### src/ext_irq_params.svh
/*
 * constants for the external interrupt and second extended
 * enable/priority block: register offsets, field positions, reset values
 * assumes: included by its bare name from the bench and the ext_irq_ctrl design file
 */
`ifndef EXT_IRQ_PARAMS_SVH
`define EXT_IRQ_PARAMS_SVH

// register indexes; some are odd, so each register gets a word of its own
`define OFF_PIN_POL_CFG    12'h0e4
`define OFF_ENABLE_SECOND  12'h0e7
`define OFF_PRIO_SECOND    12'h0f7
`define OFF_TIMER_CTRL     12'h088
`define OFF_IRQ_STATUS     12'h040
`define OFF_IRQ_MASK       12'h041
`define OFF_SRC_STATUS     12'h042

// byte addresses on the apb bus: four times the register index
`define ADDR_PIN_POL_CFG   12'h390
`define ADDR_ENABLE_SECOND 12'h39c
`define ADDR_PRIO_SECOND   12'h3dc
`define ADDR_TIMER_CTRL    12'h220
`define ADDR_IRQ_STATUS    12'h100
`define ADDR_IRQ_MASK      12'h104
`define ADDR_SRC_STATUS    12'h108

// reset values
`define RST_PIN_POL_CFG    8'h01
`define RST_ENABLE_SECOND  8'h00
`define RST_PRIO_SECOND    8'h00
`define RST_TIMER_CTRL     8'h00

// field positions
`define BIT_IRQ1_POL       7
`define BIT_IRQ0_POL       3
`define LSB_IRQ1_SEL       4
`define LSB_IRQ0_SEL       0
`define BIT_IRQ1_PEND      3
`define BIT_IRQ1_TRIG      2
`define BIT_IRQ0_PEND      1
`define BIT_IRQ0_TRIG      0
`define BIT_PMATCH         1
`define BIT_REGDROP        0
`define SECOND_USED_MASK   8'h03

`endif

### src/ext_irq_pkg.sv
/*
 * types shared by the external interrupt block
 * assumes: nothing beyond the params header
 */
package ext_irq_pkg;
    typedef logic [7:0] byte_t;
    typedef logic [2:0] pin_sel_t;
    typedef enum logic [1:0] {
        apb_idle,
        apb_setup,
        apb_access
    } apb_phase_e;
endpackage

### src/ext_irq_ctrl.sv
/*
 * external interrupt configuration and detection, second extended
 * enable/priority registers, apb slave and summary interrupt
 * assumes: apb master in pclk domain, port 0 pins synchronous enough
 * to pass a two-flop synchroniser, core gives a one-cycle vector ack
 */
// The APB interface to the registers was left to the implementer.
//
// Functional notes
// - enable bit 1 gates the port-match interrupt to the core
// - enable bit 0 gates the regulator dropout interrupt
// - bits 7..2 of enable and priority read zero, ignore writes
// - priority bit 1 gives port-match low (0) or high (1) level
// - priority bit 0 gives regulator low (0) or high (1) level
// - trigger bit 1 edge, 0 level; polarity 0 low, 1 high
// - config bit 7 is polarity of external interrupt 1
// - config bit 3 is polarity of external interrupt 0
// - config bits 6..4 pick port 0 pin for interrupt 1
// - config bits 2..0 pick port 0 pin for interrupt 0
// - pins sampled read-only, independent of crossbar routing
// - pending flags are timer control bits 1 and 3
// - edge pending flag cleared by hardware on core vector
// - level pending flag follows the active pin level
`timescale 1ns/10ps
`include "ext_irq_params.svh"
module ext_irq_ctrl (
    input  wire logic        pclk,
    input  wire logic        presetn,
    input  wire logic        clk_en,
    input  wire logic        psel,
    input  wire logic        penable,
    input  wire logic        pwrite,
    input  wire logic [11:0] paddr,
    input  wire logic [31:0] pwdata,
    input  wire logic [3:0]  pstrb,
    output logic      [31:0] prdata,
    output logic             pready,
    output logic             pslverr,
    input  wire logic [7:0]  port0_pins,
    input  wire logic        ext_irq0_enable,
    input  wire logic        ext_irq1_enable,
    input  wire logic        ext_irq0_vector_ack,
    input  wire logic        ext_irq1_vector_ack,
    input  wire logic        port_match_event,
    input  wire logic        regulator_dropout_event,
    output logic             ext_irq0_req,
    output logic             ext_irq1_req,
    output logic             port_match_req,
    output logic             port_match_req_high,
    output logic             regulator_req,
    output logic             regulator_req_high,
    output logic             irq
);
    import ext_irq_pkg::*;

    byte_t            cfg_q;
    byte_t            en2_q;
    byte_t            pri2_q;
    logic             it0_q;
    logic             it1_q;
    logic             pend0_q;
    logic             pend1_q;
    logic [3:0]       sts_q;
    logic [3:0]       msk_q;
    apb_phase_e       phase_q;
    logic [7:0]       pins_s;
    logic             act0;
    logic             act1;
    logic             rise0;
    logic             rise1;
    logic             wr_fire;
    logic             rd_fire;
    logic             unmapped;
    logic             pend0_d;
    logic             pend1_d;
    byte_t            timer_control_reg_rd;
    logic [31:0]      rd_d;
    logic [3:0]       sts_set;

    ext_irq_sync #(.WIDTH(8)) u_sync (
        .pclk    (pclk),
        .presetn (presetn),
        .clk_en  (clk_en),
        .din     (port0_pins),
        .dout    (pins_s)
    );

    ext_irq_detect u_det0 (
        .pclk       (pclk),
        .presetn    (presetn),
        .clk_en     (clk_en),
        .pins       (pins_s),
        .pin_select (cfg_q[`LSB_IRQ0_SEL +: 3]),
        .polarity   (cfg_q[`BIT_IRQ0_POL]),
        .active     (act0),
        .rise       (rise0)
    );

    ext_irq_detect u_det1 (
        .pclk       (pclk),
        .presetn    (presetn),
        .clk_en     (clk_en),
        .pins       (pins_s),
        .pin_select (cfg_q[`LSB_IRQ1_SEL +: 3]),
        .polarity   (cfg_q[`BIT_IRQ1_POL]),
        .active     (act1),
        .rise       (rise1)
    );

    // bus phase seen at the last edge; pready may only stand in access
    always_ff @(posedge pclk or negedge presetn) begin
        if (!presetn) begin
            phase_q <= apb_idle;
        end else if (clk_en) begin
            if (!psel) begin
                phase_q <= apb_idle;
            end else if (!penable) begin
                phase_q <= apb_setup;
            end else begin
                phase_q <= apb_access;
            end
        end
    end

    // pready is registered: one wait state, so outputs stay flopped
    assign wr_fire = clk_en & psel & penable & pready & pwrite;
    assign rd_fire = clk_en & psel & penable & ~pready & ~pwrite;

    always_comb begin
        unmapped = 1'b1;
        case (paddr)
            `ADDR_PIN_POL_CFG, `ADDR_ENABLE_SECOND, `ADDR_PRIO_SECOND,
            `ADDR_TIMER_CTRL, `ADDR_IRQ_STATUS, `ADDR_IRQ_MASK,
            `ADDR_SRC_STATUS: unmapped = 1'b0;
            default:          unmapped = 1'b1;
        endcase
    end

    always_ff @(posedge pclk or negedge presetn) begin
        if (!presetn) begin
            pready  <= 1'b0;
            pslverr <= 1'b0;
        end else if (clk_en) begin
            pready  <= psel & penable & ~pready;
            pslverr <= psel & penable & ~pready & unmapped;
        end
    end

    // timer control readback: only trigger and pending bits live here
    always_comb begin
        timer_control_reg_rd = 8'h00;
        timer_control_reg_rd[`BIT_IRQ0_TRIG] = it0_q;
        timer_control_reg_rd[`BIT_IRQ0_PEND] = pend0_q;
        timer_control_reg_rd[`BIT_IRQ1_TRIG] = it1_q;
        timer_control_reg_rd[`BIT_IRQ1_PEND] = pend1_q;
    end

    always_comb begin
        rd_d = 32'h0000_0000;
        case (paddr)
            `ADDR_PIN_POL_CFG:   rd_d[7:0] = cfg_q;
            `ADDR_ENABLE_SECOND: rd_d[7:0] = en2_q & `SECOND_USED_MASK;
            `ADDR_PRIO_SECOND:   rd_d[7:0] = pri2_q & `SECOND_USED_MASK;
            `ADDR_TIMER_CTRL:    rd_d[7:0] = timer_control_reg_rd;
            `ADDR_IRQ_STATUS:    rd_d[3:0] = sts_q;
            `ADDR_IRQ_MASK:      rd_d[3:0] = msk_q;
            `ADDR_SRC_STATUS:    rd_d[1:0] = {act1, act0};
            default:             rd_d = 32'h0000_0000;
        endcase
    end

    // read data captured in the first access cycle, held for the ack
    always_ff @(posedge pclk or negedge presetn) begin
        if (!presetn) begin
            prdata <= 32'h0000_0000;
        end else if (rd_fire) begin
            prdata <= rd_d;
        end
    end

    // configuration register writes; only byte lane 0 is used
    always_ff @(posedge pclk or negedge presetn) begin
        if (!presetn) begin
            cfg_q  <= `RST_PIN_POL_CFG;
            en2_q  <= `RST_ENABLE_SECOND;
            pri2_q <= `RST_PRIO_SECOND;
            it0_q  <= 1'b0;
            it1_q  <= 1'b0;
            msk_q  <= 4'h0;
        end else if (wr_fire && pstrb[0]) begin
            case (paddr)
                `ADDR_PIN_POL_CFG:   cfg_q <= pwdata[7:0];
                `ADDR_ENABLE_SECOND:
                    en2_q <= pwdata[7:0] & `SECOND_USED_MASK;
                `ADDR_PRIO_SECOND:
                    pri2_q <= pwdata[7:0] & `SECOND_USED_MASK;
                `ADDR_TIMER_CTRL: begin
                    it0_q <= pwdata[`BIT_IRQ0_TRIG];
                    it1_q <= pwdata[`BIT_IRQ1_TRIG];
                end
                `ADDR_IRQ_MASK:      msk_q <= pwdata[3:0];
                default:             msk_q <= msk_q;
            endcase
        end
    end

    // pending flags: edge sets win over vector ack and software writes
    always_comb begin
        pend0_d = pend0_q;
        pend1_d = pend1_q;
        if (wr_fire && pstrb[0] && paddr == `ADDR_TIMER_CTRL) begin
            pend0_d = pwdata[`BIT_IRQ0_PEND];
            pend1_d = pwdata[`BIT_IRQ1_PEND];
        end
        if (ext_irq0_vector_ack) begin
            pend0_d = 1'b0;
        end
        if (ext_irq1_vector_ack) begin
            pend1_d = 1'b0;
        end
        if (rise0) begin
            pend0_d = 1'b1;
        end
        if (rise1) begin
            pend1_d = 1'b1;
        end
        if (!it0_q) begin
            pend0_d = act0;
        end
        if (!it1_q) begin
            pend1_d = act1;
        end
    end

    always_ff @(posedge pclk or negedge presetn) begin
        if (!presetn) begin
            pend0_q <= 1'b0;
            pend1_q <= 1'b0;
        end else if (clk_en) begin
            pend0_q <= pend0_d;
            pend1_q <= pend1_d;
        end
    end

    // sticky status: ext0, ext1, port match, regulator; w1c, set wins
    assign sts_set = {regulator_dropout_event, port_match_event,
                      pend1_q, pend0_q};

    always_ff @(posedge pclk or negedge presetn) begin
        if (!presetn) begin
            sts_q <= 4'h0;
        end else if (clk_en) begin
            if (wr_fire && pstrb[0] && paddr == `ADDR_IRQ_STATUS) begin
                sts_q <= (sts_q & ~pwdata[3:0]) | sts_set;
            end else begin
                sts_q <= sts_q | sts_set;
            end
        end
    end

    // core requests, flopped so every output comes from a register
    always_ff @(posedge pclk or negedge presetn) begin
        if (!presetn) begin
            ext_irq0_req        <= 1'b0;
            ext_irq1_req        <= 1'b0;
            port_match_req      <= 1'b0;
            port_match_req_high <= 1'b0;
            regulator_req       <= 1'b0;
            regulator_req_high  <= 1'b0;
            irq                 <= 1'b0;
        end else if (clk_en) begin
            ext_irq0_req   <= pend0_d & ext_irq0_enable;
            ext_irq1_req   <= pend1_d & ext_irq1_enable;
            port_match_req <= port_match_event & en2_q[`BIT_PMATCH];
            port_match_req_high <= pri2_q[`BIT_PMATCH];
            regulator_req  <= regulator_dropout_event
                              & en2_q[`BIT_REGDROP];
            regulator_req_high  <= pri2_q[`BIT_REGDROP];
            irq <= |(sts_q & msk_q);
        end
    end

    // assertions
    property p_en2_rsvd;
        @(posedge pclk) disable iff (!presetn)
        en2_q[7:2] == 6'h00 && pri2_q[7:2] == 6'h00;
    endproperty
    a_en2_rsvd: assert property (p_en2_rsvd)
        else $error("reserved enable or priority bits set");

    property p_pm_mask;
        @(posedge pclk) disable iff (!presetn)
        clk_en && !en2_q[`BIT_PMATCH] |=> !port_match_req;
    endproperty
    a_pm_mask: assert property (p_pm_mask)
        else $error("port match request while disabled");

    property p_reg_pass;
        @(posedge pclk) disable iff (!presetn)
        clk_en && en2_q[`BIT_REGDROP] && regulator_dropout_event
        |=> regulator_req;
    endproperty
    a_reg_pass: assert property (p_reg_pass)
        else $error("regulator request missing");

    property p_prio;
        @(posedge pclk) disable iff (!presetn)
        clk_en |=> port_match_req_high == $past(pri2_q[`BIT_PMATCH])
               && regulator_req_high == $past(pri2_q[`BIT_REGDROP]);
    endproperty
    a_prio: assert property (p_prio)
        else $error("priority not forwarded");

    property p_level0;
        @(posedge pclk) disable iff (!presetn)
        clk_en && !it0_q |=> pend0_q == $past(act0);
    endproperty
    a_level0: assert property (p_level0)
        else $error("level pending does not follow input");

    property p_edge_set;
        @(posedge pclk) disable iff (!presetn)
        clk_en && it1_q && rise1 |=> pend1_q;
    endproperty
    a_edge_set: assert property (p_edge_set)
        else $error("edge not captured");

    property p_ack_clr;
        @(posedge pclk) disable iff (!presetn)
        clk_en && it0_q && ext_irq0_vector_ack && !rise0 |=> !pend0_q;
    endproperty
    a_ack_clr: assert property (p_ack_clr)
        else $error("vector ack did not clear pending");

    property p_req0;
        @(posedge pclk) disable iff (!presetn)
        $past(clk_en) && ext_irq0_req |-> $past(ext_irq0_enable);
    endproperty
    a_req0: assert property (p_req0)
        else $error("request without enable");

    property p_irq_out;
        @(posedge pclk) disable iff (!presetn)
        clk_en |=> irq == |($past(sts_q) & $past(msk_q));
    endproperty
    a_irq_out: assert property (p_irq_out)
        else $error("summary interrupt wrong");

    property p_ready_phase;
        @(posedge pclk) disable iff (!presetn)
        pready |-> phase_q == apb_access;
    endproperty
    a_ready_phase: assert property (p_ready_phase)
        else $error("ready outside an access phase");

    c_edge0: cover property (@(posedge pclk) disable iff (!presetn)
        it0_q && rise0 ##1 pend0_q);
    c_ack: cover property (@(posedge pclk) disable iff (!presetn)
        pend1_q && ext_irq1_vector_ack);
    c_pm: cover property (@(posedge pclk) disable iff (!presetn)
        port_match_req && port_match_req_high);
    c_irq: cover property (@(posedge pclk) disable iff (!presetn) irq);
endmodule

### src/ext_irq_detect.sv
/*
 * one external interrupt channel: pin select, polarity, edge detect
 * assumes: pins already synchronised to pclk
 */
`timescale 1ns/10ps
module ext_irq_detect (
    input  wire logic       pclk,
    input  wire logic       presetn,
    input  wire logic       clk_en,
    input  wire logic [7:0] pins,
    input  wire logic [2:0] pin_select,
    input  wire logic       polarity,
    output logic            active,
    output logic            rise
);
    logic prev_q;

    // selected pin is only read, never driven: no crossbar disturbance
    assign active = pins[pin_select] ~^ polarity;
    assign rise   = active & ~prev_q;

    // previous active level; resets as active so that reset gives no edge
    always_ff @(posedge pclk or negedge presetn) begin
        if (!presetn) begin
            prev_q <= 1'b1;
        end else if (clk_en) begin
            prev_q <= active;
        end
    end
endmodule

### src/ext_irq_sync.sv
/*
 * two-flop synchroniser for a bus of port pins
 * assumes: single clock, clock enable freezes the flops
 */
`timescale 1ns/10ps
module ext_irq_sync #(
    parameter int WIDTH = 8
) (
    input  wire logic             pclk,
    input  wire logic             presetn,
    input  wire logic             clk_en,
    input  wire logic [WIDTH-1:0] din,
    output logic      [WIDTH-1:0] dout
);
    logic [WIDTH-1:0] meta_q;

    // first flop only feeds the second one
    always_ff @(posedge pclk or negedge presetn) begin
        if (!presetn) begin
            meta_q <= '0;
            dout   <= '0;
        end else if (clk_en) begin
            meta_q <= din;
            dout   <= meta_q;
        end
    end
endmodule
### config.mk
export PLATFORM = sky130hd
export DESIGN_NAME = ext_irq_ctrl
export DESIGN_NICKNAME = d
export VERILOG_FILES = /design/src/ext_irq_pkg.sv /design/src/ext_irq_ctrl.sv /design/src/ext_irq_detect.sv /design/src/ext_irq_sync.sv
export VERILOG_INCLUDE_DIRS = /design/src /design/src/src
export SDC_FILE = /design/constraint.sdc
export NUM_CORES = 1
export LEC_CHECK = 0
export ABC_CLOCK_PERIOD_IN_PS = 2500
export BUFFER_PORTS_ARGS = -buffer_cell sky130_fd_sc_hd__clkbuf_2
export CAP_MARGIN = 0
export CORE_ASPECT_RATIO = 0.5
export CORE_MARGIN = 2
export CORE_UTILIZATION = 50
export CTS_CLUSTER_SIZE = 20
export DETAILED_ROUTE_END_ITERATION = 10
export PLACE_DENSITY_LB_ADDON = 0.15
export SLEW_MARGIN = 20
export SYNTH_ARGS = -nofsm -noshare
export SYNTH_HDL_FRONTEND = slang
export SYNTH_SLANG_ARGS = --single-unit
### constraint.sdc
create_clock -name pclk -period 2.5 [get_ports pclk]
set_input_delay 0.125 -clock pclk [delete_from_list [all_inputs] [get_ports pclk]]
set_output_delay 0.125 -clock pclk [all_outputs]
set_load 0.01 [all_outputs]
# After elaboration in Yosys (flattened, before gate mapping)
# Index checks and enable logic that the tools add are counted.
word_totals:
  reg_bits: 59
  input_bits: 68
classes:
  n_lt_le_gt_ge: 2
  eq_ne: 7
  bitwise: 26
  muxes: 17
  reduce_logical: 10
ops:
  columns: ["op", "n"]
  rows:
  - ["equality test 12 x 10 -> 1 bit, second input constant", 4]
  - ["equality test 12 x 9 -> 1 bit, second input constant", 3]
  - ["bitwise AND 1 bit", 15]
  - ["one-hot mux 2 bit (7 select lines)", 1]
  - ["two-way mux 1 bit", 11]
  - ["AND reduction 2 bit", 5]
  - ["bitwise AND 4 bit", 2]
  - ["less-than comparator 3 x 4 -> 1 bit, second input constant", 2]
  - ["two-way mux 4 bit", 2]
  - ["OR 4 bit", 2]
  - ["one-hot mux 2 bit (4 select lines)", 1]
  - ["OR reduction 7 bit", 1]
  - ["binary-select mux 1 bit (select 3 bit)", 2]
  - ["NOT 1 bit", 4]
  - ["NOT 4 bit", 1]
  - ["OR reduction 4 bit", 1]
  - ["logical AND 1 bit", 3]
  - ["bitwise XNOR 1 bit", 2]

# Depth between registers and ports, before layout
# Gate-level depths: netlist (run 1).
logic_depth:
  ltp_word: 11
  depth_mapped: 6
  ltp_nobuf: 5

# Cells and area by module
# A second synthesis (run 1) with hierarchy kept.
hier_totals:
  cells_unflattened: 273
  hier_area_um2: 3281.9
by_module_without_submodules:
  columns: ["mod", "n_inst", "cells_each", "area_each_um2", "seq_area_each_um2"]
  rows:
  - ["ext_irq_ctrl", 1, 219, 2392.3, 1027.2]
  - ["ext_irq_sync", 1, 34, 649.4, 400.4]
  - ["ext_irq_detect", 2, 10, 120.1, 26.3]

# Least setup slack after synthesis (run 1)
# No wires, ideal clock.
synth_timing:
  path_kind: "register to register"
  startpoint: "register cfg_q[0]"
  endpoint: "register prdata[0]"
  n_path_buf: 0
  path_stages_with_launch: 6
  path_slack_ns: 0.699
  arrival_time_ns: 1.678
  path_cell_list: "dfstp_2 -> mux4_2 -> mux2i_1 -> xnor2_1 -> nor2_1 -> o221a_1"
synth_via:
  elab_chain_len: 4
synth_lines:
  columns: ["item", "line_no", "rtl"]
  rows:
  - ["start: declaration", "ext_irq_ctrl.sv:56", "byte_t cfg_q;"]
  - ["start signal: assignment", "ext_irq_ctrl.sv:184", "cfg_q <= `RST_PIN_POL_CFG;"]
  - ["start signal: assignment", "ext_irq_ctrl.sv:192", "`ADDR_PIN_POL_CFG: cfg_q <= pwdata[7:0];"]
  - ["binary-select mux 1 bit (select 3 bit)", "ext_irq_detect.sv:19", "assign active = pins[pin_select] ~^ polarity;"]
  - ["two-way mux 1 bit (implied by the code)", "ext_irq_detect.sv:19", null]
  - ["bitwise XNOR 1 bit", "ext_irq_detect.sv:19", null]
  - ["one-hot mux 2 bit (7 select lines) *", "ext_irq_ctrl.sv:160", "case (paddr)"]
  - ["end signal: assignment", "ext_irq_ctrl.sv:177", "prdata <= rd_d;"]
  - ["end: declaration", "ext_irq_ctrl.sv:36", "output logic [31:0] prdata,"]
# Every way passes the cells marked *; elsewhere a longest branch is shown, timed or not. The select of a mux whose other input is x is not followed.
# A chain may end at the register's enable or synchronous reset.

# Final worst setup path (run 1)
layout_timing:
  startpoint: "register cfg_q[0]"
  endpoint: "register ext_irq0_req"
layout_via:
  elab_chain_len: 7
layout_lines:
  columns: ["item", "line_no", "rtl"]
  rows:
  - ["binary-select mux 1 bit (select 3 bit) *", "ext_irq_detect.sv:19", null]
  - ["two-way mux 1 bit (implied by the code) *", "ext_irq_detect.sv:19", null]
  - ["bitwise XNOR 1 bit *", "ext_irq_detect.sv:19", null]
  - ["bitwise AND 1 bit", "ext_irq_detect.sv:20", "assign rise = active & ~prev_q;"]
  - ["two-way mux 1 bit", "ext_irq_ctrl.sv:221", "if (rise0) begin"]
  - ["two-way mux 1 bit *", "ext_irq_ctrl.sv:227", "if (!it0_q) begin"]
  - ["bitwise AND 1 bit *", "ext_irq_ctrl.sv:272", "ext_irq0_req <= pend0_d & ext_irq0_enable;"]
  - ["end signal: assignment", "ext_irq_ctrl.sv:272", null]
  - ["end: declaration", "ext_irq_ctrl.sv:46", "output logic ext_irq0_req,"]
# Marks and branches as above.

==> results of run 1 <==
## where the power goes
group / internal, mW / switching [mW]
combinational: 0.117 / 0.134
clock: 1.10 / 0.426
sequential: 1.02 / 0.0414
## cells in the mapped netlist (all sizes together) (3+ instances only)
cell,instances,area share
mux2i,11,0.036
a22o,4,0.012
nand2,18,0.025
buf,29,0.068
nor4,3,0.018
nor2,14,0.017
mux4,4,0.030
o21ai,7,0.012
inv,5,0.0062
or4,4,0.011
clkbuf,5,0.0062
nor3,4,0.0066
mux2,37,0.14
nand3b,3,0.0074
a21oi,5,0.0082
dfstp,3,0.026
dfrtp,56,0.46
nand3,13,0.021
## layer usage
layer  global-route usage  part of all wire  wire length (µm)
met5                    0                 0                 0
met3              0.08180             0.059               374
met2               0.3503              0.49              3109
met4              0.07317             0.011                67
met1               0.2634              0.44              2750
## cell families (layout without fill, tap and decap cells)
family,Yosys count,count (layout),share of synthesized area
buffers and inverters,39,85,0.08004
AO/OA/AOI/OAI,31,31,0.07426
AND/OR/NAND/NOR,73,73,0.1415
multiplexers,52,52,0.2034
flip-flops,59,59,0.4880
other,1,24,0.001236
XOR/XNOR,4,4,0.01155
## stage by stage
stage          instances    util  hold slack, ns
2_1_floorplan        282       -         -0.1706
3_3_place_gp         384  0.5862          0.2706
3_5_place_dp         384  0.5862          0.2783
4_1_cts              401  0.6544         0.01212
5_1_grt              401  0.6544         0.01724
6_report             401  0.6544         0.02287
## flip-flops by register name (all words and copies together) (netlist names), 2 cells and up
register / flops
cfg_q: 8
en2_q: 2
msk_q: 4
prdata: 8
pri2_q: 2
sts_q: 4
u_sync.dout: 8
u_sync.meta_q: 8
## worst max-delay path by stage
| stage | start | endpoint | slack [ns] | depth (start not counted) |
|---|---|---|---|---|
| 6_report | cfg_q[0]$_DFFE_PN1P_ | ext_irq0_req$_DFFE_PN0P_ | 0.52 | 5 |
| 5_1_grt | cfg_q[0]$_DFFE_PN1P_ | ext_irq0_req$_DFFE_PN0P_ | 0.37 | 5 |
| 4_1_cts | cfg_q[0]$_DFFE_PN1P_ | ext_irq0_req$_DFFE_PN0P_ | 0.49 | 5 |
| 3_5_place_dp | cfg_q[0]$_DFFE_PN1P_ | ext_irq0_req$_DFFE_PN0P_ | 0.51 | 5 |
| 3_3_place_gp | cfg_q[0]$_DFFE_PN1P_ | ext_irq0_req$_DFFE_PN0P_ | 0.56 | 5 |
| 2_1_floorplan | cfg_q[0]$_DFFE_PN1P_ | prdata[0]$_DFFE_PN0P_ | 0.70 | 5 |
## final cells by class
| type | count | area share |
|---|---|---|
| multi-input cells | 184 | 0.3772 |
| clock inverters | 6 | 0.03684 |
| flip-flops and latches | 59 | 0.3998 |
| clock buffers | 10 | 0.06455 |
| well taps | 73 | 0.02467 |
| inverters | 5 | 0.005069 |
| repair buffers | 64 | 0.09192 |
## worst max-delay path, stage by stage (launching register included)
cell	delay, ns
sky130_fd_sc_hd__dfstp_2	0.60
sky130_fd_sc_hd__mux4_2	0.51
sky130_fd_sc_hd__mux2i_1	0.27
sky130_fd_sc_hd__xor2_1	0.14
sky130_fd_sc_hd__a41oi_1	0.21
sky130_fd_sc_hd__o21ai_0	0.12
## timing repair
item,CTS,global route
resized for setup,0,0
endpoints found under the hold margin,30,0
hold buffers,1,0
==> run summary, run 1 <==
The width of the chip came out at 114.1 µm. The logs give 2199 for the total number of vias and 0.4279 for the worst-case headroom to the max-slew limit. The run gives 0 as the initial antenna violation count. Compared with the post-synthesis result, the final layout area differs by 22.07%. The initial DRC count was 110. The clock passes through at most 2 buffers. The clock reaches the later pin of the worst-skew pair after 0.33 ns. The run gives 0 as the final number of max-transition violations. STA classifies the critical path startpoint as a register. Setup repair after global routing left no endpoint under its margin. Yosys mapped a number of flops with a built-in enable equal to 0.

The tools report the total of warnings raised by yosys as 0. At the end of routability-driven placement, the weighted congestion stood at 0.9053. The flow ran to the end, and the final reports show no timing, DRC or antenna violations.

The summed instance area of the synthesized netlist was 3033 µm². Data on the critical path arrives at its endpoint at 2.18 ns. The H-tree generated during clock tree synthesis spans 3 levels.

Worst setup margin: 0.5178 ns. In this run the remaining antenna-violating nets after routing total 0. After detailed routing, the number of remaining DRC violations is 0. The setup slack after placement was 0.5116 ns; the number of port buffers was 57.

For the worst vdd rail ir drop, the log shows 0.6236 mV. Summing internal, switching and leakage power gives 2.841 mW. The final layout contains 391 nets.

Leaving out fill and tap cells, the most frequent cell in the layout is sky130_fd_sc_hd__clkbuf_2. In this run the core area contains 19 standard-cell rows. Setup violations remaining at the end of the flow were counted as 0.

The startpoint of the worst register-to-register path was cfg_q[0]$_DFFE_PN1P_. The count of maximum capacitance violations was 0; the measured slew at the worst slew-check pin was 0.8581 ns. For the area of all sequential standard cells, the log shows 1480 µm².

After global routing the overflow that remains totals 0. For this run, the detailed router's first-pass iteration total came to 5. Post-synthesis sequential element count: 59. The initial core utilization was 0.5360; the number of setup buffers added after CTS was 0. Based on the critical path, the design can be clocked at up to 0.5045 GHz.

In this run the count of I/O pins placed on the die edge is 109. The number of global-route vias before repair came out at 2197. Reported leakage power: 1.801 nW.

The source of the worst hold timing path is port0_pins[6]. The critical path is of the reg -> reg type. The path with the worst hold slack has its endpoint at u_sync.meta_q[6]$_DFFE_PN0P_. The cell count after synthesis was 259.

The number of cells on the worst reg-to-reg path is 5. STA puts the critical path data required time at 2.70 ns. Subtracting the final worst setup slack from the clock period gives 1.982 ns. In this run the power density over the cells is 767.2 nW/µm².

In the routed layout, each cell is associated on average with a via count of 5.484. The worst setup path is captured at a register. Summed negative setup slack over all endpoints: 0 ns. 0 antenna diodes ended up in the layout.

In the layout the commonest cells are 57 x sky130_fd_sc_hd__clkbuf_2, 56 x sky130_fd_sc_hd__dfrtp_1, 33 x sky130_fd_sc_hd__mux2_2. Across all register-to-register paths, the minimum setup slack is 0.52 ns. The total global routing track utilization is 0.2130, and the number of buffers created by CTS is 9. The depth of the worst hold-timing path is 2. TritonCTS built the clock tree. The final routed wire length divided by cell count came out at 15.71 µm. The layout has 441 filler cells. For the final database, setup skew stands at 0.003848 ns. The clock transition at the register clock pins on the worst setup and hold paths after CTS was 0.05 ns. The tools report the total count of hold-check failures in the final report as 0. The maximum fanout encountered on the critical timing path works out to 4.

The tools report the instance area after placement as 3317 µm². The post-synthesis async set-or-reset flop share was 1.000. The pin count of the biggest net entering global routing was 47; the die area was 6743 µm².

For the count of distinct cell types in the synthesized netlist, the log shows 48. The combined area of the multi-input logic cells came out at 1396 µm². The run gives 59 as the clock sink count.

Summed over all nets, the half-perimeter wirelength after detailed placement is 4775 µm. The worst register-to-register path ends at ext_irq0_req$_DFFE_PN0P_. The fraction of final layout cells with drive strength greater than 1 was 0.3841.

Period utilization: 0.7929. The class of the most critical hold timing path was in -> reg. The root buffer cell chosen for the clock tree is sky130_fd_sc_hd__clkbuf_16. In this run the mean area of a mapped cell was 11.71 µm².

After detailed routing, the total wire length is 6301 µm. The logs give 0.4880 for the sequential element share of the synthesized area and 10590 µm for the first-pass GRT wire length. For this run, the leading register cell type out of synthesis is sky130_fd_sc_hd__dfrtp_1. The core region is 5658 µm².

The floorplan step set the die height to 59.07 µm. Once layout is done, the placed cells without fillers occupy 3702 µm².
Note: power is estimated with default switching activity, not from simulation.
==> inputs of run 2 (changes only) <==
ABC_CLOCK_PERIOD_IN_PS = 2000   (was 2500)
clock period = 2 ns   (was 2.5 ns; I/O delays follow)
==> run 2 against run 1 <==
Sequential share of layout area fell by 0.91 points; die area did not move; hold slack got worse by 0.012 ns; first-iteration DRC count fell by 19%; clock power rose by 9.8%; register-to-register slack got worse by 0.42 ns; maximum frequency rose by 4.3%; worst setup slack got worse by 0.42 ns; non-clock buffer count rose by 11; sequential cell count did not move; critical path depth did not move; combinational power rose by 36%; highest routed layer unchanged.
==> run summary, run 2 (same netlist as run 1, synthesis figures left out) <==
The maximum clock frequency is 0.5262 GHz (+4.3%). The measured slew at the worst slew-check pin is 0.7578 ns (-0.1003 ns), and the detailed-route wire length is 6631 µm (+5.2%). For the final net count, the log shows 402 (+2.8%). For hold timing, the worst endpoint is u_sync.meta_q[5]$_DFFE_PN0P_.

The initial core utilization is 0.5360 (unchanged). Class of the most critical hold timing path: in -> reg. The period utilization is 0.9503 (+0.1574).

The run gives 3.346 mW (+18%) as the total power. The tree is rooted in a sky130_fd_sc_hd__clkbuf_16. The nature of the critical path startpoint was a register. The clock transition at the register clock pins on the worst setup and hold paths after CTS was 0.05 ns (about the same). The area of the placeable core was 5658 µm² (unchanged). The count of maximum capacitance violations was 0 (unchanged); the fraction of final layout cells with drive strength greater than 1 was 0.3835 (-0.0006655). The critical path goes through mux4_2 > mux2i_4 > xnor2_1 > nor2_1 > o221a_1. The clock sink count came out at 59 (unchanged).

The critical path data arrival time was 2.12 ns (-0.06 ns). The total global routing track utilization is 0.2157 (+0.002665), and the depth of the worst hold-timing path is 2 (unchanged). Maximum number of buffers from clock root to sink: 2 (unchanged). The width of the chip was 114.1 µm (unchanged). The latest clock arrival within the worst-skew pair was 0.33 ns (about the same); the number of buffers created by CTS was 9 (unchanged). Among all stages on the critical path, the largest delay is contributed by sky130_fd_sc_hd__dfstp_2. For the clock skew after layout, the log shows 0.005527 ns (+0.001679 ns).

TritonCTS built the clock tree. The total number of placement rows was 19 (unchanged); the total count of hold-check failures in the final report was 0 (unchanged). The routed via count divided by cell count is 5.396 (-1.6%), and the setup-violating endpoint count in the final report is 0 (unchanged).

For the CTS H-tree depth, the log shows 3 (unchanged). For the final weighted congestion in routability-driven placement, the log shows 0.8985 (-0.75%). The library cell used most frequently in the layout, excluding fill and tap cells, is sky130_fd_sc_hd__clkbuf_2. Number of top-level pins: 109 (unchanged). The setup path with the least slack is of type reg -> reg. For the die area, the log shows 6743 µm² (unchanged). Number of antenna repair diodes: 0 (unchanged). The total number of vias is 2223 (+1.1%), and the final number of max-transition violations is 0 (unchanged). The number of global-route vias before repair was 2150 (-2.1%).

The run gives 10460 µm (-1.2%) as the first-pass GRT wire length. The startpoint identified for the worst hold timing path is port0_pins[5]. Worst-case headroom to the max-slew limit: 0.4948 (+0.06689).

End of the worst register-to-register path: prdata[0]$_DFFE_PN0P_. Post-layout minimum cycle time: 1.901 ns (-0.08161 ns). The total global routing overflow was 0 (unchanged).

The final routed wire length divided by cell count came out at 16.09 µm (+2.4%). The worst register-to-register path begins at cfg_q[0]$_DFFE_PN1P_. The worst setup path is captured at a register. The pin count of the biggest net entering global routing is 60 (+28%), and the summed negative setup slack over all endpoints is 0 ns (unchanged). The tools report the reg-to-reg setup timing slack as 0.1 ns (-0.42 ns).

The number of port buffers was 57 (unchanged); the worst vdd rail ir drop was 0.7315 mV (+17%). The half-perimeter wire length after placement came out at 4782 µm (+0.13%). The number of setup buffers added after CTS came out at 0 (unchanged). Compared with the post-synthesis result, the final layout area differs by 24.92%. Number of iterations in the first detailed-routing pass: 4 (-1).

The run gives 1.833 nW (+1.8%) as the reported leakage power. The initial DRC count is 89 (-19%). In the layout the commonest cells are 57 x sky130_fd_sc_hd__clkbuf_2, 56 x sky130_fd_sc_hd__dfrtp_1, 33 x sky130_fd_sc_hd__mux2_2. The flow ran to the end, and the final reports show no timing, DRC or antenna violations. Setup repair after global routing left no endpoint under its margin. The residual DRC count is 0 (unchanged), and the largest incremental delay on the critical path is 0.59 ns (about the same). The required arrival time at the worst endpoint is 2.22 ns (-0.48 ns), and the number of nets with antenna violations after routing is 0 (unchanged). The depth of the worst register-to-register path is 5 (unchanged), and the maximum fanout encountered on the critical timing path is 4 (unchanged). The power density over cell area is 883.3 nW/µm² (+15%), and the y dimension of the die is 59.07 µm (unchanged). The run gives 0 (unchanged) as the initial antenna violation count.
[run 2: report_power, final]
group | switching, mW | internal (mW) | total, mW | leakage, nW
Sequential | 0.0530 | 1.28 | 1.33 | 0.743
Clock | 0.522 | 1.15 | 1.68 | 0.159
Combinational | 0.178 | 0.163 | 0.341 | 0.931
Total | 0.753 | 2.59 | 3.35 | 1.83
[run 2: critical path: cells and delay by family (launching register included)]
family                    cells  cell delay [ns]
AOI/OAI and AO/OA             1             0.20
DFF                           1             0.59
muxes                         2             0.75
xor gates and xnor gates      1             0.17
and+or+nand+nor               1             0.07
[run 2: what timing repair did]
item,CTS,global route
hold buffers,9,1
endpoints found under the hold margin,64,1
resized for setup,1,4
endpoints found under the setup margin,1,2
[run 2: worst max path at each step]
stage | endpoint | from | cells after the start
final | prdata[0]$_DFFE_PN0P_ | cfg_q[0]$_DFFE_PN1P_ | 5
after detailed placement | ext_irq0_req$_DFFE_PN0P_ | cfg_q[0]$_DFFE_PN1P_ | 5
after CTS | ext_irq0_req$_DFFE_PN0P_ | cfg_q[0]$_DFFE_PN1P_ | 5
after floorplan | prdata[0]$_DFFE_PN0P_ | cfg_q[0]$_DFFE_PN1P_ | 5
after global placement | ext_irq0_req$_DFFE_PN0P_ | cfg_q[0]$_DFFE_PN1P_ | 5
after global routing | prdata[0]$_DFFE_PN0P_ | cfg_q[0]$_DFFE_PN1P_ | 5
[run 2: layer usage]
| layer | global-route usage | share of wire |
|---|---|---|
| met1 | 0.2660 | 0.45 |
| met2 | 0.3486 | 0.48 |
| met3 | 0.09305 | 0.064 |
| met4 | 0.07143 | 0.0074 |
| met5 | 0 | 0 |
[run 2: stage by stage]
stage | setup WS (ns) | utilization | instances | area, µm² | hold WS [ns]
2_1_floorplan | 0.1989 | - | 282 | 3119 | -0.1956
3_3_place_gp | 0.05725 | 0.5889 | 386 | 3332 | 0.2810
3_5_place_dp | 0.007885 | 0.5889 | 386 | 3332 | 0.2995
4_1_cts | 0.04623 | 0.6636 | 411 | 3755 | 0.0005908
5_1_grt | 0.009951 | 0.6696 | 412 | 3789 | 0.008162
6_report | 0.09943 | 0.6696 | 412 | 3789 | 0.01112
[run 2: area by class of cell]
| cell class | instances | area (µm²) |
|---|---|---|
| flip-flops and latches | 59 | 1480 |
| repair buffers | 75 | 445.4 |
| fillers | 459 | 1869 |
| well taps | 73 | 91.34 |
| inverters | 5 | 18.77 |
| multi-input cells | 184 | 1424 |
| clock buffers | 12 | 256.5 |
| clock inverters | 4 | 72.57 |
==> inputs of run 3 (changes only) <==
CORE_UTILIZATION = 51   (was 50)
CTS_BUF_LIST = sky130_fd_sc_hd__clkbuf_4   (was unset)
TNS_END_PERCENT = 30   (was unset)
==> run 3 against run 2 <==
The flow now finishes with violations (DRC); utilization increased by 0.12 points; final area shrank 0.66%; register-to-register slack worse by 0.02 ns; non-clock buffer count grew 12; clock-buffer cell count shrank 3; via count grew 4.4%; wire length is 0.68% lower; largest power group is now registers.
==> run summary, run 3 (same netlist as run 1, synthesis figures left out) <==
The run finished, with violations left. The checks that failed: DRC. The y dimension of the die is 58.53 µm (-0.91%). The half-perimeter wire length after placement came out at 4692 µm (-1.9%). The number of iterations in the first detailed-routing pass came out at 9 (+5).

The maximum fanout encountered on the critical timing path works out to 4 (unchanged). The path with the worst hold slack has its endpoint at pend0_q$_DFFE_PN0P_. Leaving out fill and tap cells, the most frequent cells in the layout are 57 x sky130_fd_sc_hd__clkbuf_2, 56 x sky130_fd_sc_hd__dfrtp_1, 33 x sky130_fd_sc_hd__mux2_2. The die area was 6617 µm² (-1.9%). The run gives 10600 µm (+1.3%) as the first-pass GRT wire length. The final routed wire length divided by cell count was 15.53 µm (-3.5%). In this run the most critical hold path is launched from ext_irq0_vector_ack. Number of buffers created by CTS: 9 (unchanged).

The tools report the setup slack after placement as 0.05612 ns (+0.04823 ns). The kind of cell adding the most delay to the critical path was multiplexers. The number of port buffers was 57 (unchanged).

The run gives 0 (unchanged) as the number of nets with antenna violations after routing. The tools report the nature of the critical path startpoint as a register. The logs give 0 (unchanged) for the count of maximum capacitance violations and 0.01160 ns (+0.006070 ns) for the clock skew after layout. The logs give 0.42 ns (+0.09 ns) for the latest clock arrival within the worst-skew pair and 0 (unchanged) for the initial antenna violation count.

The power density over cell area works out to 770.1 nW/µm² (-13%). The total global routing overflow is 0 (unchanged), and the total power is 2.898 mW (-13%). The tools report the residual DRC count as 6 (+6).

The initial core utilization was 0.5406 (+0.004543); the worst setup margin was 0.07644 ns (-0.02299 ns). The run gives 386 (unchanged) as the cell count after placement. TritonCTS built the clock tree. The required arrival time at the worst endpoint is 2.34 ns (+0.12 ns), and the detailed-route wire length is 6586 µm (-0.68%). The total number of vias is 2320 (+4.4%). The largest incremental delay on the critical path came out at 0.60 ns (about the same). The clock transition at the register clock pins on the worst setup and hold paths after CTS is 0.10 ns (+0.05 ns). The depth of the worst register-to-register path works out to 5 (unchanged). The final number of max-transition violations was 0 (unchanged). The number of antenna repair diodes was 0 (unchanged); the width of the chip was 113.1 µm (-0.95%).

The CTS H-tree depth was 3 (unchanged). End of the worst register-to-register path: ext_irq0_req$_DFFE_PN0P_. Leaving out fill and tap cells, the most frequent cell in the layout is sky130_fd_sc_hd__clkbuf_2. The logs give 109 (unchanged) for the number of top-level pins and 2 (unchanged) for the maximum number of buffers from clock root to sink. Tracing the worst setup path back leads to its startpoint at cfg_q[0]$_DFFE_PN1P_. The run gives 0.4615 mV (-37%) as the worst vdd rail ir drop. The critical path data arrival time was 2.26 ns (+0.14 ns). The min-delay analysis places its worst path in the category in -> reg.

The pin count of the biggest net entering global routing came out at 60 (unchanged). The run gives 113 (+27%) as the initial DRC count. Fraction of final layout cells with drive strength greater than 1: 0.3675 (-0.01596).

Traced cell by cell, the critical path runs through mux4_2 > mux2i_2 > xor2_1 > a41oi_1 > o21ai_0. The reported leakage power is 1.819 nW (-0.73%). Among all stages on the critical path, the largest delay is contributed by sky130_fd_sc_hd__dfstp_2.

The final design area excluding fillers is 3764 µm² (-0.66%). The tools report the number of standard cells in the layout, taps in and fillers out as 424 (+2.9%). The startpoint of the worst register-to-register path was cfg_q[0]$_DFFE_PN1P_. The post-synthesis to final-layout area growth was 24.09%; the count of fill cells added during filler insertion was 431 (-6.1%). STA classifies the critical path endpoint as a register. Number of buffers and inverters on the critical path: 0 (unchanged). The tools report the worst-case headroom to the max-slew limit as 0.5150 (+0.02022).

The run gives 59 (unchanged) as the clock sink count. Total count of hold-check failures in the final report: 0 (unchanged). The tools report the final core utilization as 0.6708 (+0.001215).

The period utilization is 0.9618 (+0.01149). The total global routing track utilization came out at 0.2159 (+0.0002266). The depth of the worst hold-timing path was 3 (+1); the routed via count divided by cell count was 5.472 (+1.4%). The instance area after placement is 3332 µm² (unchanged).

The type of the setup path with the least slack is reg -> reg. The post-layout minimum cycle time is 1.924 ns (+0.02299 ns), and the total number of placement rows is 19 (unchanged). The setup-violating endpoint count in the final report was 0 (unchanged); the maximum clock frequency was 0.5199 GHz (-1.2%). The CTS root buffer was sky130_fd_sc_hd__clkbuf_4.

The final weighted congestion in routability-driven placement came out at 0.9129 (+1.6%). The reg-to-reg setup timing slack was 0.08 ns (-0.02 ns); the measured slew at the worst slew-check pin was 0.7274 ns (-0.03033 ns). The area of the placeable core was 5610 µm² (-0.84%); the number of global-route vias before repair was 2168 (+0.84%). Final net count: 414 (+3.0%).
==> run 3: cell types whose count changed in the layout (fill, tap and decap cells not counted), sizes merged <==
cell         delta
dlygate4sd3    +12
clkbuf          -3
clkinvlp        +1
bufinv          +2
==> run 3: per-stage QoR <==
stage	hold slack (ns)	setup TNS, ns
final	0.02963	0
after global placement	0.2868	0
after floorplan	-0.1956	0
after global routing	0.008351	-0.006408
after detailed placement	0.2939	0
after CTS	0.005241	0
==> run 3: what timing repair did <==
action	CTS	global route
endpoints found under the hold margin	82	0
buffers inserted	0	0
endpoints found under the setup margin	0	2
gates resized for setup	0	1
hold buffers	22	0
==> run 3: tightest hold or removal path: cells and delay by family <==
family,cells,cell delay (ns)
AOI/OAI and AO/OA,1,0.11
buffers and inverters,1,0.09
and+or+nand+nor,1,0.10
==> run 3: layout make-up <==
type | instances | area, µm² | share of cell area
Sequential cell | 59 | 1480 | 0.3933
Multi-Input combinational cell | 184 | 1400 | 0.3720
Timing Repair Buffer | 87 | 565.5 | 0.1503
Clock inverter | 7 | 140.1 | 0.03723
Tap cell | 73 | 91.34 | 0.02427
Clock buffer | 9 | 67.56 | 0.01795
Inverter | 5 | 18.77 | 0.004987
==> run 3: metal layers <==
layer	vias up	global-route usage	wire length [µm]
met4	0	0.07666	94
met3	13	0.07209	482
met2	80	0.3610	3128
met1	1151	0.2694	2880
met5	-	0	0
li1	1076	-	-
==> run 3: report_power, final <==
part / total (mW) / switching [mW] / internal (mW)
sequential: 1.33 / 0.0547 / 1.27
combinational: 0.348 / 0.176 / 0.172
clock: 1.22 / 0.469 / 0.755
==> run 3: worst max path at each step <==
stage / slack (ns) / to / depth (start not counted)
global route: -0.006 / ext_irq0_req$_DFFE_PN0P_ / 5
finish: 0.08 / ext_irq0_req$_DFFE_PN0P_ / 5
global placement: 0.06 / ext_irq0_req$_DFFE_PN0P_ / 5
floorplan: 0.20 / prdata[0]$_DFFE_PN0P_ / 5
detailed placement: 0.06 / ext_irq0_req$_DFFE_PN0P_ / 5
CTS: 0.02 / ext_irq0_req$_DFFE_PN0P_ / 5
